==> src/hw/crhc_defines.vh <==
// constants for the console run/halt control block
`ifndef CRHC_DEFINES_VH
`define CRHC_DEFINES_VH
// ----------------------------------------------------------------
// register byte offsets
// ----------------------------------------------------------------
`define CRHC_OFS_CTRL 8'h00
`define CRHC_OFS_STAT 8'h04
`define CRHC_OFS_MEMORY_PARITY_ERROR_REGISTER 8'h08
`define CRHC_OFS_PROCESSOR_PARITY_ERROR_REGISTER 8'h0c
`define CRHC_OFS_LAMP 8'h10
`define CRHC_OFS_SEL 8'h14
// ----------------------------------------------------------------
// console control register bits
// ----------------------------------------------------------------
`define CRHC_CC_STATE 0
`define CRHC_CC_IRQ 3
`define CRHC_CC_W 4
// ----------------------------------------------------------------
// widths and counts
// ----------------------------------------------------------------
`define CRHC_DW 24
`define CRHC_GRP_W 4
`define CRHC_SEL_W 3
`define CRHC_SEL_MAX 3'h6
`define CRHC_SEL_MEM 3'h6
`define CRHC_DEB_NS 1000
`define CRHC_CLK_MHZ 125
`define CRHC_DEB_CYC 8'h7d // 1000 ns at 125 MHz
`define CRHC_DEB_W 8
// ----------------------------------------------------------------
// axi responses
// ----------------------------------------------------------------
`define CRHC_RESP_OK 2'h0
`define CRHC_RESP_ERR 2'h2
`endif

==> src/hw/crhc_console.v <==
// console run/halt control with axi4-lite register access
//
// Chosen here: the AXI4-Lite interface to the registers and the register addresses.
`timescale 1ns/10ps
`include "crhc_defines.vh"
// Contract
// - interrupt button press sets control bit 3 and lights its lamp.
// - each source-mode press toggles cassette/memory source and lamps, unless an examine clear in the same cycle forces memory source.
// - cassette fetch only if cassette source and cassette assigned.
// - clear ignored in run; in examine it resets registers and flops.
// - start enters run; also pulses cassette start if cassette source.
// - test lamp: interrupt pressed, single step, or source not normal.
// - data lamps register the exchange every cycle, in examine and in run.
// - state lamp equals control register bit 0.
// - run lamp lit exactly in run and stop states.
// - error lamp is or of both parity error registers.
// - start or load zeroes both parity error registers.
// - load writes the 24 data switches into the selected target.
// - interrupt toggle sets bit while up, down never clears it.
// - free running: run until console or micro halt, then examine.
// - single step: run one microinstruction then back to examine.
// - 16 group by 7 select positions decode 112 selections.
// - halt waits for the current microinstruction to complete.
// - load and increment strobes act only in examine state; a load press in run still zeroes the parity error registers.
module crhc_console (
   // clock and reset
   input wire aclk,
   input wire aresetn,
   // axi4-lite write address
   input wire [7:0] s_axi_awaddr,
   input wire s_axi_awvalid,
   output wire s_axi_awready,
   // axi4-lite write data
   input wire [31:0] s_axi_wdata,
   input wire [3:0] s_axi_wstrb,
   input wire s_axi_wvalid,
   output wire s_axi_wready,
   // axi4-lite write response
   output reg [1:0] s_axi_bresp,
   output reg s_axi_bvalid,
   input wire s_axi_bready,
   // axi4-lite read address
   input wire [7:0] s_axi_araddr,
   input wire s_axi_arvalid,
   output wire s_axi_arready,
   // axi4-lite read data
   output reg [31:0] s_axi_rdata,
   output reg [1:0] s_axi_rresp,
   output reg s_axi_rvalid,
   input wire s_axi_rready,
   // panel pushbuttons, raw, active high
   input wire interrupt_request_button,
   input wire source_mode_button,
   input wire clear_button,
   input wire start_button,
   input wire halt_button,
   input wire load_button,
   input wire inc_button,
   // panel switches
   input wire interrupt_toggle,
   input wire single_step_select,
   input wire micro_source_normal,
   input wire cassette_to_processor,
   input wire [`CRHC_DW-1:0] data_switches,
   input wire [`CRHC_GRP_W-1:0] group_select,
   input wire [`CRHC_SEL_W-1:0] register_select,
   // processor core exchange
   input wire [`CRHC_DW-1:0] main_exchange,
   input wire micro_done,
   input wire micro_halt,
   input wire mem_parity_err,
   input wire proc_parity_err,
   input wire [`CRHC_DW-1:0] mem_parity_bits,
   input wire [`CRHC_DW-1:0] proc_parity_bits,
   output reg run_enable,
   output reg cassette_start,
   output wire fetch_from_cassette,
   output reg clear_pulse,
   output reg load_pulse,
   output reg inc_pulse,
   output reg [`CRHC_DW-1:0] load_data,
   output reg [6:0] load_target,
   output reg select_valid,
   // lamps
   output wire interrupt_lamp,
   output wire cassette_lamp,
   output wire memory_lamp,
   output wire test_state_lamp,
   output reg [`CRHC_DW-1:0] data_lamps,
   output wire state_lamp,
   output wire run_lamp,
   output wire error_lamp
);

// ----------------------------------------------------------------
// run control states
// ----------------------------------------------------------------
localparam ST_EXAM = 2'h0;
localparam ST_RUN = 2'h1;
localparam ST_STOP = 2'h2;

localparam NB = 7;
localparam [`CRHC_DEB_W-1:0] DEB_CYC = `CRHC_DEB_CYC;

// selection index, group times seven plus select
function [6:0] sel_index;
   input [`CRHC_GRP_W-1:0] g;
   input [`CRHC_SEL_W-1:0] s;
   begin
      sel_index = {g, 3'h0} - {3'h0, g} + {4'h0, s};
   end
endfunction

// ----------------------------------------------------------------
// button conditioning
// ----------------------------------------------------------------
wire [NB-1:0] raw_btn;
reg [NB-1:0] sync1_q;
reg [NB-1:0] sync2_q;
reg [NB-1:0] stable_q;
reg [NB-1:0] stable_d1_q;
reg [`CRHC_DEB_W-1:0] deb_cnt_q [0:NB-1];
wire [NB-1:0] press;
integer i;

assign raw_btn = {inc_button, load_button, halt_button, start_button,
   clear_button, source_mode_button, interrupt_request_button};

// two flops, then a hold-off counter so contact bounce never doubles
always @(posedge aclk) begin
   if (!aresetn) begin
      sync1_q <= {NB{1'b0}};
      sync2_q <= {NB{1'b0}};
      stable_q <= {NB{1'b0}};
      stable_d1_q <= {NB{1'b0}};
      for (i = 0; i < NB; i = i + 1)
         deb_cnt_q[i] <= {`CRHC_DEB_W{1'b0}};
   end else begin
      sync1_q <= raw_btn;
      sync2_q <= sync1_q;
      stable_d1_q <= stable_q;
      for (i = 0; i < NB; i = i + 1) begin
         if (sync2_q[i] == stable_q[i])
            deb_cnt_q[i] <= {`CRHC_DEB_W{1'b0}};
         else if (deb_cnt_q[i] == DEB_CYC - 1'b1) begin
            stable_q[i] <= sync2_q[i];
            deb_cnt_q[i] <= {`CRHC_DEB_W{1'b0}};
         end else
            deb_cnt_q[i] <= deb_cnt_q[i] + 1'b1;
      end
   end
end

assign press = stable_q & ~stable_d1_q;

wire p_irq = press[0];
wire p_mode = press[1];
wire p_clear = press[2];
wire p_start = press[3];
wire p_halt = press[4];
wire p_load = press[5];
wire p_inc = press[6];

// ----------------------------------------------------------------
// run/examine state machine
// ----------------------------------------------------------------
reg [1:0] state_q;
reg [1:0] state_d;
wire in_exam = (state_q == ST_EXAM);
wire in_run = (state_q != ST_EXAM);

always @* begin
   state_d = state_q;
   case (state_q)
      ST_EXAM: begin
         if (p_start)
            state_d = ST_RUN;
      end
      ST_RUN: begin
         // halt requests wait for the microinstruction boundary
         if (micro_halt && micro_done)
            state_d = ST_EXAM;
         else if (p_halt || single_step_select)
            state_d = ST_STOP;
      end
      ST_STOP: begin
         if (micro_done)
            state_d = ST_EXAM;
      end
      default: state_d = ST_EXAM;
   endcase
end

always @(posedge aclk) begin
   if (!aresetn)
      state_q <= ST_EXAM;
   else
      state_q <= state_d;
end

// ----------------------------------------------------------------
// console control bits, source mode and parity registers
// ----------------------------------------------------------------
reg [`CRHC_CC_W-1:0] cc_q;
reg cassette_src_q;
reg irq_pressed_q;
reg [`CRHC_DW-1:0] memory_parity_error_register_q;
reg [`CRHC_DW-1:0] processor_parity_error_register_q;
wire sw_wr_ctrl;
wire [31:0] sw_wdata;
wire clear_ok = p_clear && in_exam;

always @(posedge aclk) begin
   if (!aresetn) begin
      cc_q <= {`CRHC_CC_W{1'b0}};
      cassette_src_q <= 1'b0;
      irq_pressed_q <= 1'b0;
   end else begin
      if (clear_ok)
         cc_q <= {`CRHC_CC_W{1'b0}};
      else if (sw_wr_ctrl)
         cc_q <= sw_wdata[`CRHC_CC_W-1:0];
      // hardware set wins over a software write or a clear
      if (p_irq || interrupt_toggle)
         cc_q[`CRHC_CC_IRQ] <= 1'b1;
      if (p_irq)
         irq_pressed_q <= 1'b1;
      else if (clear_ok || !cc_q[`CRHC_CC_IRQ])
         irq_pressed_q <= 1'b0;
      if (p_mode || clear_ok)
         cassette_src_q <= ~cassette_src_q & ~clear_ok;
   end
end

// start or load wipes the error registers; a same-cycle error still lands
wire par_wipe = p_start || p_load || clear_ok;
wire [`CRHC_DW-1:0] memory_parity_error_register_keep = par_wipe ? {`CRHC_DW{1'b0}} : memory_parity_error_register_q;
wire [`CRHC_DW-1:0] processor_parity_error_register_keep = par_wipe ? {`CRHC_DW{1'b0}} : processor_parity_error_register_q;
always @(posedge aclk) begin
   if (!aresetn) begin
      memory_parity_error_register_q <= {`CRHC_DW{1'b0}};
      processor_parity_error_register_q <= {`CRHC_DW{1'b0}};
   end else begin
      memory_parity_error_register_q <= memory_parity_error_register_keep | (mem_parity_bits & {`CRHC_DW{mem_parity_err}});
      processor_parity_error_register_q <= processor_parity_error_register_keep | (proc_parity_bits & {`CRHC_DW{proc_parity_err}});
   end
end

// ----------------------------------------------------------------
// core strobes and data lamps
// ----------------------------------------------------------------
wire [6:0] sel_idx = sel_index(group_select, register_select);
wire sel_ok = (register_select <= `CRHC_SEL_MAX);

always @(posedge aclk) begin
   if (!aresetn) begin
      run_enable <= 1'b0;
      cassette_start <= 1'b0;
      clear_pulse <= 1'b0;
      load_pulse <= 1'b0;
      inc_pulse <= 1'b0;
      load_data <= {`CRHC_DW{1'b0}};
      load_target <= 7'h00;
      select_valid <= 1'b0;
      data_lamps <= {`CRHC_DW{1'b0}};
   end else begin
      run_enable <= (state_d != ST_EXAM);
      cassette_start <= p_start && in_exam && cassette_src_q;
      clear_pulse <= clear_ok;
      load_pulse <= p_load && in_exam && sel_ok;
      inc_pulse <= p_inc && in_exam &&
         (register_select == `CRHC_SEL_MEM);
      load_target <= sel_idx;
      select_valid <= sel_ok;
      if (p_load && in_exam)
         load_data <= data_switches;
      // examine: exchange holds the selection; run: lamps flicker
      data_lamps <= main_exchange;
   end
end

// ----------------------------------------------------------------
// lamps
// ----------------------------------------------------------------
assign interrupt_lamp = cc_q[`CRHC_CC_IRQ];
assign cassette_lamp = cassette_src_q;
assign memory_lamp = ~cassette_src_q;
assign fetch_from_cassette = cassette_src_q && cassette_to_processor;
assign test_state_lamp = irq_pressed_q || single_step_select ||
   !micro_source_normal;
assign state_lamp = cc_q[`CRHC_CC_STATE];
assign run_lamp = in_run;
assign error_lamp = (|memory_parity_error_register_q) || (|processor_parity_error_register_q);

// ----------------------------------------------------------------
// axi4-lite slave, one write and one read at a time
// ----------------------------------------------------------------
reg aw_got_q;
reg w_got_q;
reg [7:0] awaddr_q;
reg [31:0] wdata_q;
reg s_axi_wstrb_ok;
wire wr_fire = aw_got_q && w_got_q && !s_axi_bvalid;

assign s_axi_awready = !aw_got_q && !s_axi_bvalid;
assign s_axi_wready = !w_got_q && !s_axi_bvalid;
assign s_axi_arready = !s_axi_rvalid;
assign sw_wr_ctrl = wr_fire && (awaddr_q == `CRHC_OFS_CTRL) &&
   s_axi_wstrb_ok;
assign sw_wdata = wdata_q;

always @(posedge aclk) begin
   if (!aresetn) begin
      aw_got_q <= 1'b0;
      w_got_q <= 1'b0;
      awaddr_q <= 8'h00;
      wdata_q <= 32'h00000000;
      s_axi_wstrb_ok <= 1'b0;
      s_axi_bvalid <= 1'b0;
      s_axi_bresp <= `CRHC_RESP_OK;
   end else begin
      if (s_axi_awvalid && s_axi_awready) begin
         aw_got_q <= 1'b1;
         awaddr_q <= s_axi_awaddr;
      end
      if (s_axi_wvalid && s_axi_wready) begin
         w_got_q <= 1'b1;
         wdata_q <= s_axi_wdata;
         s_axi_wstrb_ok <= s_axi_wstrb[0];
      end
      if (wr_fire) begin
         aw_got_q <= 1'b0;
         w_got_q <= 1'b0;
         s_axi_bvalid <= 1'b1;
         s_axi_bresp <= (awaddr_q == `CRHC_OFS_CTRL) ?
            `CRHC_RESP_OK : `CRHC_RESP_ERR;
      end else if (s_axi_bvalid && s_axi_bready)
         s_axi_bvalid <= 1'b0;
   end
end

// read mux, unmapped addresses answer slverr with zero data
always @(posedge aclk) begin
   if (!aresetn) begin
      s_axi_rvalid <= 1'b0;
      s_axi_rdata <= 32'h00000000;
      s_axi_rresp <= `CRHC_RESP_OK;
   end else if (s_axi_arvalid && s_axi_arready) begin
      s_axi_rvalid <= 1'b1;
      s_axi_rresp <= `CRHC_RESP_OK;
      case (s_axi_araddr)
         `CRHC_OFS_CTRL: s_axi_rdata <= {28'h0000000, cc_q};
         `CRHC_OFS_STAT: s_axi_rdata <= {26'h0000000, fetch_from_cassette,
            cassette_src_q, test_state_lamp, error_lamp, state_q};
         `CRHC_OFS_MEMORY_PARITY_ERROR_REGISTER: s_axi_rdata <= {8'h00, memory_parity_error_register_q};
         `CRHC_OFS_PROCESSOR_PARITY_ERROR_REGISTER: s_axi_rdata <= {8'h00, processor_parity_error_register_q};
         `CRHC_OFS_LAMP: s_axi_rdata <= {8'h00, data_lamps};
         `CRHC_OFS_SEL: s_axi_rdata <= {24'h000000, select_valid,
            load_target};
         default: begin
            s_axi_rdata <= 32'h00000000;
            s_axi_rresp <= `CRHC_RESP_ERR;
         end
      endcase
   end else if (s_axi_rvalid && s_axi_rready)
      s_axi_rvalid <= 1'b0;
end

endmodule // crhc_console

==> config.mk <==
export PLATFORM = sky130hd
export DESIGN_NAME = crhc_console
export DESIGN_NICKNAME = d
export VERILOG_FILES = /design/src/hw/crhc_console.v
export VERILOG_INCLUDE_DIRS = /design/src /design/src/hw
export SDC_FILE = /design/constraint.sdc
export NUM_CORES = 1
export LEC_CHECK = 0
export BUFFER_PORTS_ARGS = -buffer_cell sky130_fd_sc_hd__buf_2
export CAP_MARGIN = 40
export CORE_ASPECT_RATIO = 1.2
export CORE_MARGIN = 4
export CORE_UTILIZATION = 30
export CTS_BUF_LIST = sky130_fd_sc_hd__clkbuf_16
export CTS_CLUSTER_SIZE = 12
export DETAILED_ROUTE_END_ITERATION = 7
export PLACE_DENSITY = 0.59
export SETUP_SLACK_MARGIN = 0.3
export SLEW_MARGIN = 40
export SYNTH_ARGS = -nofsm -noshare
export SYNTH_HDL_FRONTEND = slang
export SYNTH_SLANG_ARGS = --single-unit
==> constraint.sdc <==
create_clock -name aclk -period 2.87 [get_ports aclk]
set_input_delay 0.287 -clock aclk [delete_from_list [all_inputs] [get_ports aclk]]
set_output_delay 0.287 -clock aclk [all_outputs]
set_load 0.01 [all_outputs]
=== Word-level counts from Yosys, hierarchy flattened ===
Memories as Yosys holds them, arrays and structs flattened.
Cells that the tools add are included.

* Bits of input ports: 177
* Output and inout port bits: 110
* Memories kept: 1
* Bits in writable memories: 56
* Word-level logic and storage cells: 281
* Register bits after elaboration: 198

* Bitwise operators: 38
* $lt $le $gt $ge: 1
* Mux-type cells: 118
* Add/sub/neg operators: 9
* Equality and inequality tests: 22
* Reduce and logical (&&, ||, !) cells: 56

{| class="wikitable"
|+ Memory list
! name !! depth !! bits a word !! rd ports !! clocked after memory_dff !! write ports !! RTL line !! text
|-
| deb_cnt_q || 7 || 8 || 7 || 0 || 7 || crhc_console.v:122 || <nowiki>reg [`CRHC_DEB_W-1:0] deb_cnt_q [0:NB-1];</nowiki>
|}

{| class="wikitable"
|+ Operators by type and width
! kind !! count
|-
| $mux 8 || 21
|-
| $pmux 24 s6 || 1
|-
| $mux 1 || 85
|-
| $add 8x1->8 const B || 7
|-
| $eq 8x7->1 const B || 7
|-
| $and 24x24->24 || 2
|-
| $mux 24 || 2
|-
| $or 24x24->24 || 2
|-
| $reduce_or 24->1 || 2
|-
| $or 1x1->1 || 21
|-
| $logic_and 1x1->1 || 20
|-
| $eq 8x4->1 const B || 2
|-
| $eq 8x5->1 const B || 2
|-
| $logic_not 8->1 || 2
|-
| $reduce_and 2->1 || 7
|-
| $mux 2 || 6
|-
| $not 1->1 || 10
|-
| $reduce_bool 2->1 || 5
|-
| $logic_or 1x1->1 || 9
|-
| $eq 8x3->1 const B || 1
|-
| $mux 4 || 2
|-
| $add 7x3->7 || 1
|-
| $and 7x7->7 || 1
|-
| $eq 1x1->1 || 7
|-
| other kinds (13) || 19
|}

=== Depth between registers and ports, before layout ===
An unclocked memory read counts as a cell.

* Word-level depth: 8
* Mapped depth: 8
* Depth with buffers taken out: 8

=== Least setup slack after synthesis ===
Ideal clock, no wire load.

* Path kind: input to register
* Start: in s_axi_araddr[7]
* End: reg s_axi_rdata[5]
* Buffers on the path: 2
* Arrival: 1.908 ns
* Setup time: 0.068 ns
* Path slack: 0.894 ns
* Data required time: 2.802 ns
* Stages on the path: 7
* Cells stage by stage: or4_1 -> buf_2 -> nor4b_4 -> buf_6 -> nand2_2 -> o2bb2a_4 -> o21ai_2

* Word-level cells in the longest chain between the ends: 2
* Elaborated cells on any way between the ends: 7
* Those cells by class: eq/ne: 5; mux: 1; reduce/logical: 1

{| class="wikitable"
|+ Ends and longest elaborated chain
! element !! RTL line !! text
|-
| start: declaration || crhc_console.v:43 || <nowiki>input wire [7:0] s_axi_araddr,</nowiki>
|-
| $eq 8x5->1, or another cell as far along || crhc_console.v:351 || <nowiki>case (s_axi_araddr)</nowiki>
|-
| $pmux 24 s6 (*) || crhc_console.v:351 ||
|-
| end signal: assignment || crhc_console.v:352 || <nowiki>`CRHC_OFS_CTRL: s_axi_rdata <= {28'h0000000, cc_q};</nowiki>
|-
| end signal: assignment || crhc_console.v:353 || <nowiki>`CRHC_OFS_STAT: s_axi_rdata <= {26'h0000000, fetch_from_cassette,</nowiki>
|-
| end signal: assignment || crhc_console.v:355 || <nowiki>`CRHC_OFS_MEMORY_PARITY_ERROR_REGISTER: s_axi_rdata <= {8'h00, memory_parity_error_register_q};</nowiki>
|-
| end: declaration || crhc_console.v:47 || <nowiki>output reg [31:0] s_axi_rdata,</nowiki>
|}

Every way passes the cells marked *; elsewhere a longest branch is shown, timed or not.
A chain may end at the register's enable or synchronous reset.

=== Final worst setup path ===
* Start: reg memory_parity_error_register_q[16]
* End: out error_lamp

* Word-level cells in the longest chain between the ends: 2

{| class="wikitable"
|+ Ends and longest elaborated chain
! element !! RTL line !! text
|-
| start: declaration || crhc_console.v:207 || <nowiki>reg [`CRHC_DW-1:0] memory_parity_error_register_q;</nowiki>
|-
| start signal: assignment || crhc_console.v:241 || <nowiki>memory_parity_error_register_q <= {`CRHC_DW{1'b0}};</nowiki>
|-
| start signal: assignment || crhc_console.v:244 || <nowiki>memory_parity_error_register_q <= memory_parity_error_register_keep | (mem_parity_bits & {`CRHC_DW{mem_parity_ ...</nowiki>
|-
| $reduce_or 24->1 || crhc_console.v:293 || <nowiki>assign error_lamp = (|memory_parity_error_register_q) || (|processor_parity_error_register_q);</nowiki>
|-
| $logic_or 1x1->1 || crhc_console.v:293 ||
|-
| end: declaration || crhc_console.v:92 || <nowiki>output wire error_lamp</nowiki>
|}

Every way passes these cells.

==> results.toml <==
[yosys]
synth_top_area_cell = "dfxtp_1"
synthArstFlopShare = 0
synth_compound_area_frac = 0.118
synthesis.area_um2 = 9930
synth_top_family_by_area = "simple AND/OR/NAND/NOR gates"
synth_area_leaders = "dfxtp_1 (38%), edfxtp_1 (17%), nor2_1 (5.5%)"
synth_most_common_cell = "dfxtp_1"
yosys.area_share.xor_xnor = 0.0467
synth_cell_types = 51
avgSynthCellArea_um2 = 9.67
synth_edf_count = 56
synth_fa_ha_area_frac = 0.0247
yosys_warnings = 0
synth-seq-cells = 244
yosysSeqAreaShare = 0.548
yosys_most_used_dff = "dfxtp_1"
synthTopCellsByCount = "dfxtp_1 (188), nor2_1 (145), nand2_1 (104), a21oi_1 (60), edfxtp_1 (56)"
synthCells = 1027
synth-simple-area-share = 0.197
synth_top_area_frac = 0.379
synth.mux.area_fraction = 0.0237

[routing]
top_layer_used = "met5"
vias = 8489
drtAntennaViolNets = 0
drcViolationCount = 0
wl_met1_um = 12600
wl_met3_um = 1670
drtIter0Drc = 508
wl_met2_um = 14200
wirelength_um = 29300
firstDrtPassIters = 5
vias_per_cell = 4.65
wl_per_cell_um = 16.0

[critical_path]
crit_path_max_fanout = 3
crit_slowest_cell = "nor4_1"
cp_num_buf_inv = 1
reg2reg_slack_ps = 1030
crit_cells = 4
slowest_delay_ps = 590
worstReg2RegStart = "memory_parity_error_register_q[16]$_SDFF_PN0_"
endpoint_kind = "output port"
endpoint = "error_lamp"
worst_r2r_path_depth = 5
cp.arrival_ps = 2230
rr_endpoint = "s_axi_rdata[2]$_SDFFE_PN0P_"
worstSetupPathType = "reg2out"
crit_path_cell_trace = "nor4_1, nand4_1, or3_1, buf_2"
setup.worst_path.start = "memory_parity_error_register_q[16]$_SDFF_PN0_"
start_kind = "register"
cp.required_ps = 2580
crit_family = "simple AND/OR/NAND/NOR gates"

[clocking]
postCtsSetupRepairBufs = 0
cts_buffers = 27
cts_max_level = 1
cts_resized = 0
clock-sinks = 244
clk_latency_ps = 530
clk_pin_slew_ps = 60
cts_tree = "done"
clockBufferDepth = 3
cts_hold_buffers = 84
clockRootBuffer = "clkbuf_16"

[layout]
diodes = 0
fin_nets = 1597
area_growth_pct = 34.6
final_layout_size_suffix_gt1_frac = 0.213

[global_routing]
grt_pass1_wl_um = 45700
antenna_found_initial = 1
grt_pass1_vias = 8410
grt_max_degree = 67
grt_usage = 0.155
grt_overflow = 0

[placement]
port-buffer-count = 245
routabilityCongestion = 0.830
hpwl_um = 21100

[sta]
finalCritPeriodShare = 0.878
setup_tns_ps = 0
fin_crit_ps = 2520
finalHoldViolCount = 0
fin_skew_ps = 17.8
max_slew_margin = 0.497
finalSetupViolations = 0
max_freq_mhz = 397
worst_pin_slew_ps = 754
rsz0062_at_grt = "false"
maxSlewViolCount = 0

[die]
initial_core_util = 0.306
coreArea_um2 = 32400
dieArea_um2 = 36100
die_height_um = 207
die_x_um = 174
ioPinCount = 287
placementRows = 72

[status]
outcome = "completed"

[power]
p_leak_nw = 5.81
powerDensity_nw_per_um2 = 565
vdd_ir_drop_max_mv = 0.409
p_total_w = 0.00756

[worst_hold_path]
min_path_type = "in2reg"

[run]
max-cap-violations = 0
[cell families (layout without fill, tap and decap cells)]
| kind of cell | after synthesis | after routing |
|---|---|---|
| AOI/OAI and AO/OA | 179 | 179 |
| xor gates and xnor gates | 53 | 53 |
| adders and majority gates | 19 | 19 |
| buffers and inverters | 94 | 423 |
| DFF | 244 | 244 |
| muxes | 23 | 23 |
| other | 2 | 66 |
| and+or+nand+nor | 413 | 413 |
[through the flow]
stage / hold WS (ps) / instance area [um2] / setup slack, ps / util / instances
CTS: 0.845 / 13400 / 393 / 0.412 / 1827
floorplan: 411 / 10200 / 894 / - / 1091
global route: 11.6 / 13400 / 334 / 0.412 / 1827
finish: 22.4 / 13400 / 349 / 0.412 / 1827
global placement: 414 / 11700 / 688 / 0.362 / 1695
detailed placement: 417 / 11700 / 678 / 0.362 / 1695
[state kept, by name (all words and copies together), names as in the netlist, 2 cells and up]
register,count
processor_parity_error_register_q,24
memory_parity_error_register_q,24
cc_q,4
stable_q,7
sync2_q,7
stable_d1_q,7
awaddr_q,8
s_axi_rdata,24
load_target,7
sync1_q,7
state_q,2
deb_cnt_q,56
sw_wdata,4
data_lamps,24
load_data,24
[worst reg2reg max path, stage by stage (launching register included)]
cell and delay, ps:
dfxtp_1 330, nor4_1 590, nand4_1 180, or3_1 440, nand2_1 110, a21oi_1 70
[layout by cell type, fill, tap and decap left out, drive strengths merged, types with 3 or more instances in the layout]
cell / Yosys / layout
a21oi: 60 / 60
a221oi: 3 / 3
a222oi: 3 / 3
a22o: 16 / 16
a22oi: 54 / 54
a31oi: 5 / 5
and2: 52 / 52
and3: 13 / 13
buf: 16 / 258
clkbuf: 45 / 28
clkinv: 0 / 12
conb: 2 / 66
dfxtp: 188 / 188
dlygate4sd3: 0 / 84
edfxtp: 56 / 56
ha: 18 / 18
inv: 33 / 41
mux2: 4 / 4
mux2i: 19 / 19
nand2: 105 / 105
nand2b: 8 / 8
nand3: 36 / 36
nand3b: 7 / 7
nand4: 3 / 3
nor2: 145 / 145
nor2b: 10 / 10
nor3: 9 / 9
nor4: 13 / 13
o21ai: 28 / 28
or3: 4 / 4
or4: 3 / 3
xnor2: 17 / 17
xor2: 36 / 36
[power by group]
group          internal (W)  switching, W  leakage (nW)
sequential          0.00366      0.000122          2.12
combinational      0.000322      0.000331          3.27
clock               0.00175       0.00138         0.419
total               0.00572       0.00183          5.81
[layer usage]
layer  vias to the layer above  GRT usage
li1                       4219          -
met1                      3934      0.196
met2                       276      0.269
met3                        58     0.0308
met4                         2     0.0481
met5                         -          0
[area by class of cell]
class / count / area, um2
Clock buffer: 28 / 701
Clock inverter: 20 / 87.6
Fill cell: 3175 / 19100
Inverter: 33 / 125
Multi-Input combinational cell: 753 / 4330
Sequential cell: 244 / 5450
Tap cell: 407 / 509
Timing Repair Buffer: 342 / 2160
[worst min path at each step]
stage                                     start                                                to  slack [ps]  cells past startpoint
after detailed placement  sync1_q[4]$_SDFF_PN0_                             sync2_q[4]$_SDFF_PN0_         420                      1
after CTS                  proc_parity_bits[13]  processor_parity_error_register_q[13]$_SDFF_PN0_         0.8                      3
after global placement    sync1_q[4]$_SDFF_PN0_                             sync2_q[4]$_SDFF_PN0_         410                      1
after global routing             s_axi_wdata[0]                          sw_wdata[0]$_SDFFE_PN0P_          10                      3
final                            s_axi_wdata[0]                          sw_wdata[0]$_SDFFE_PN0P_          20                      3
after floorplan              register_select[1]                           select_valid$_SDFF_PN0_         410                      1
No activity file was read; power rests on OpenSTA's default activity.
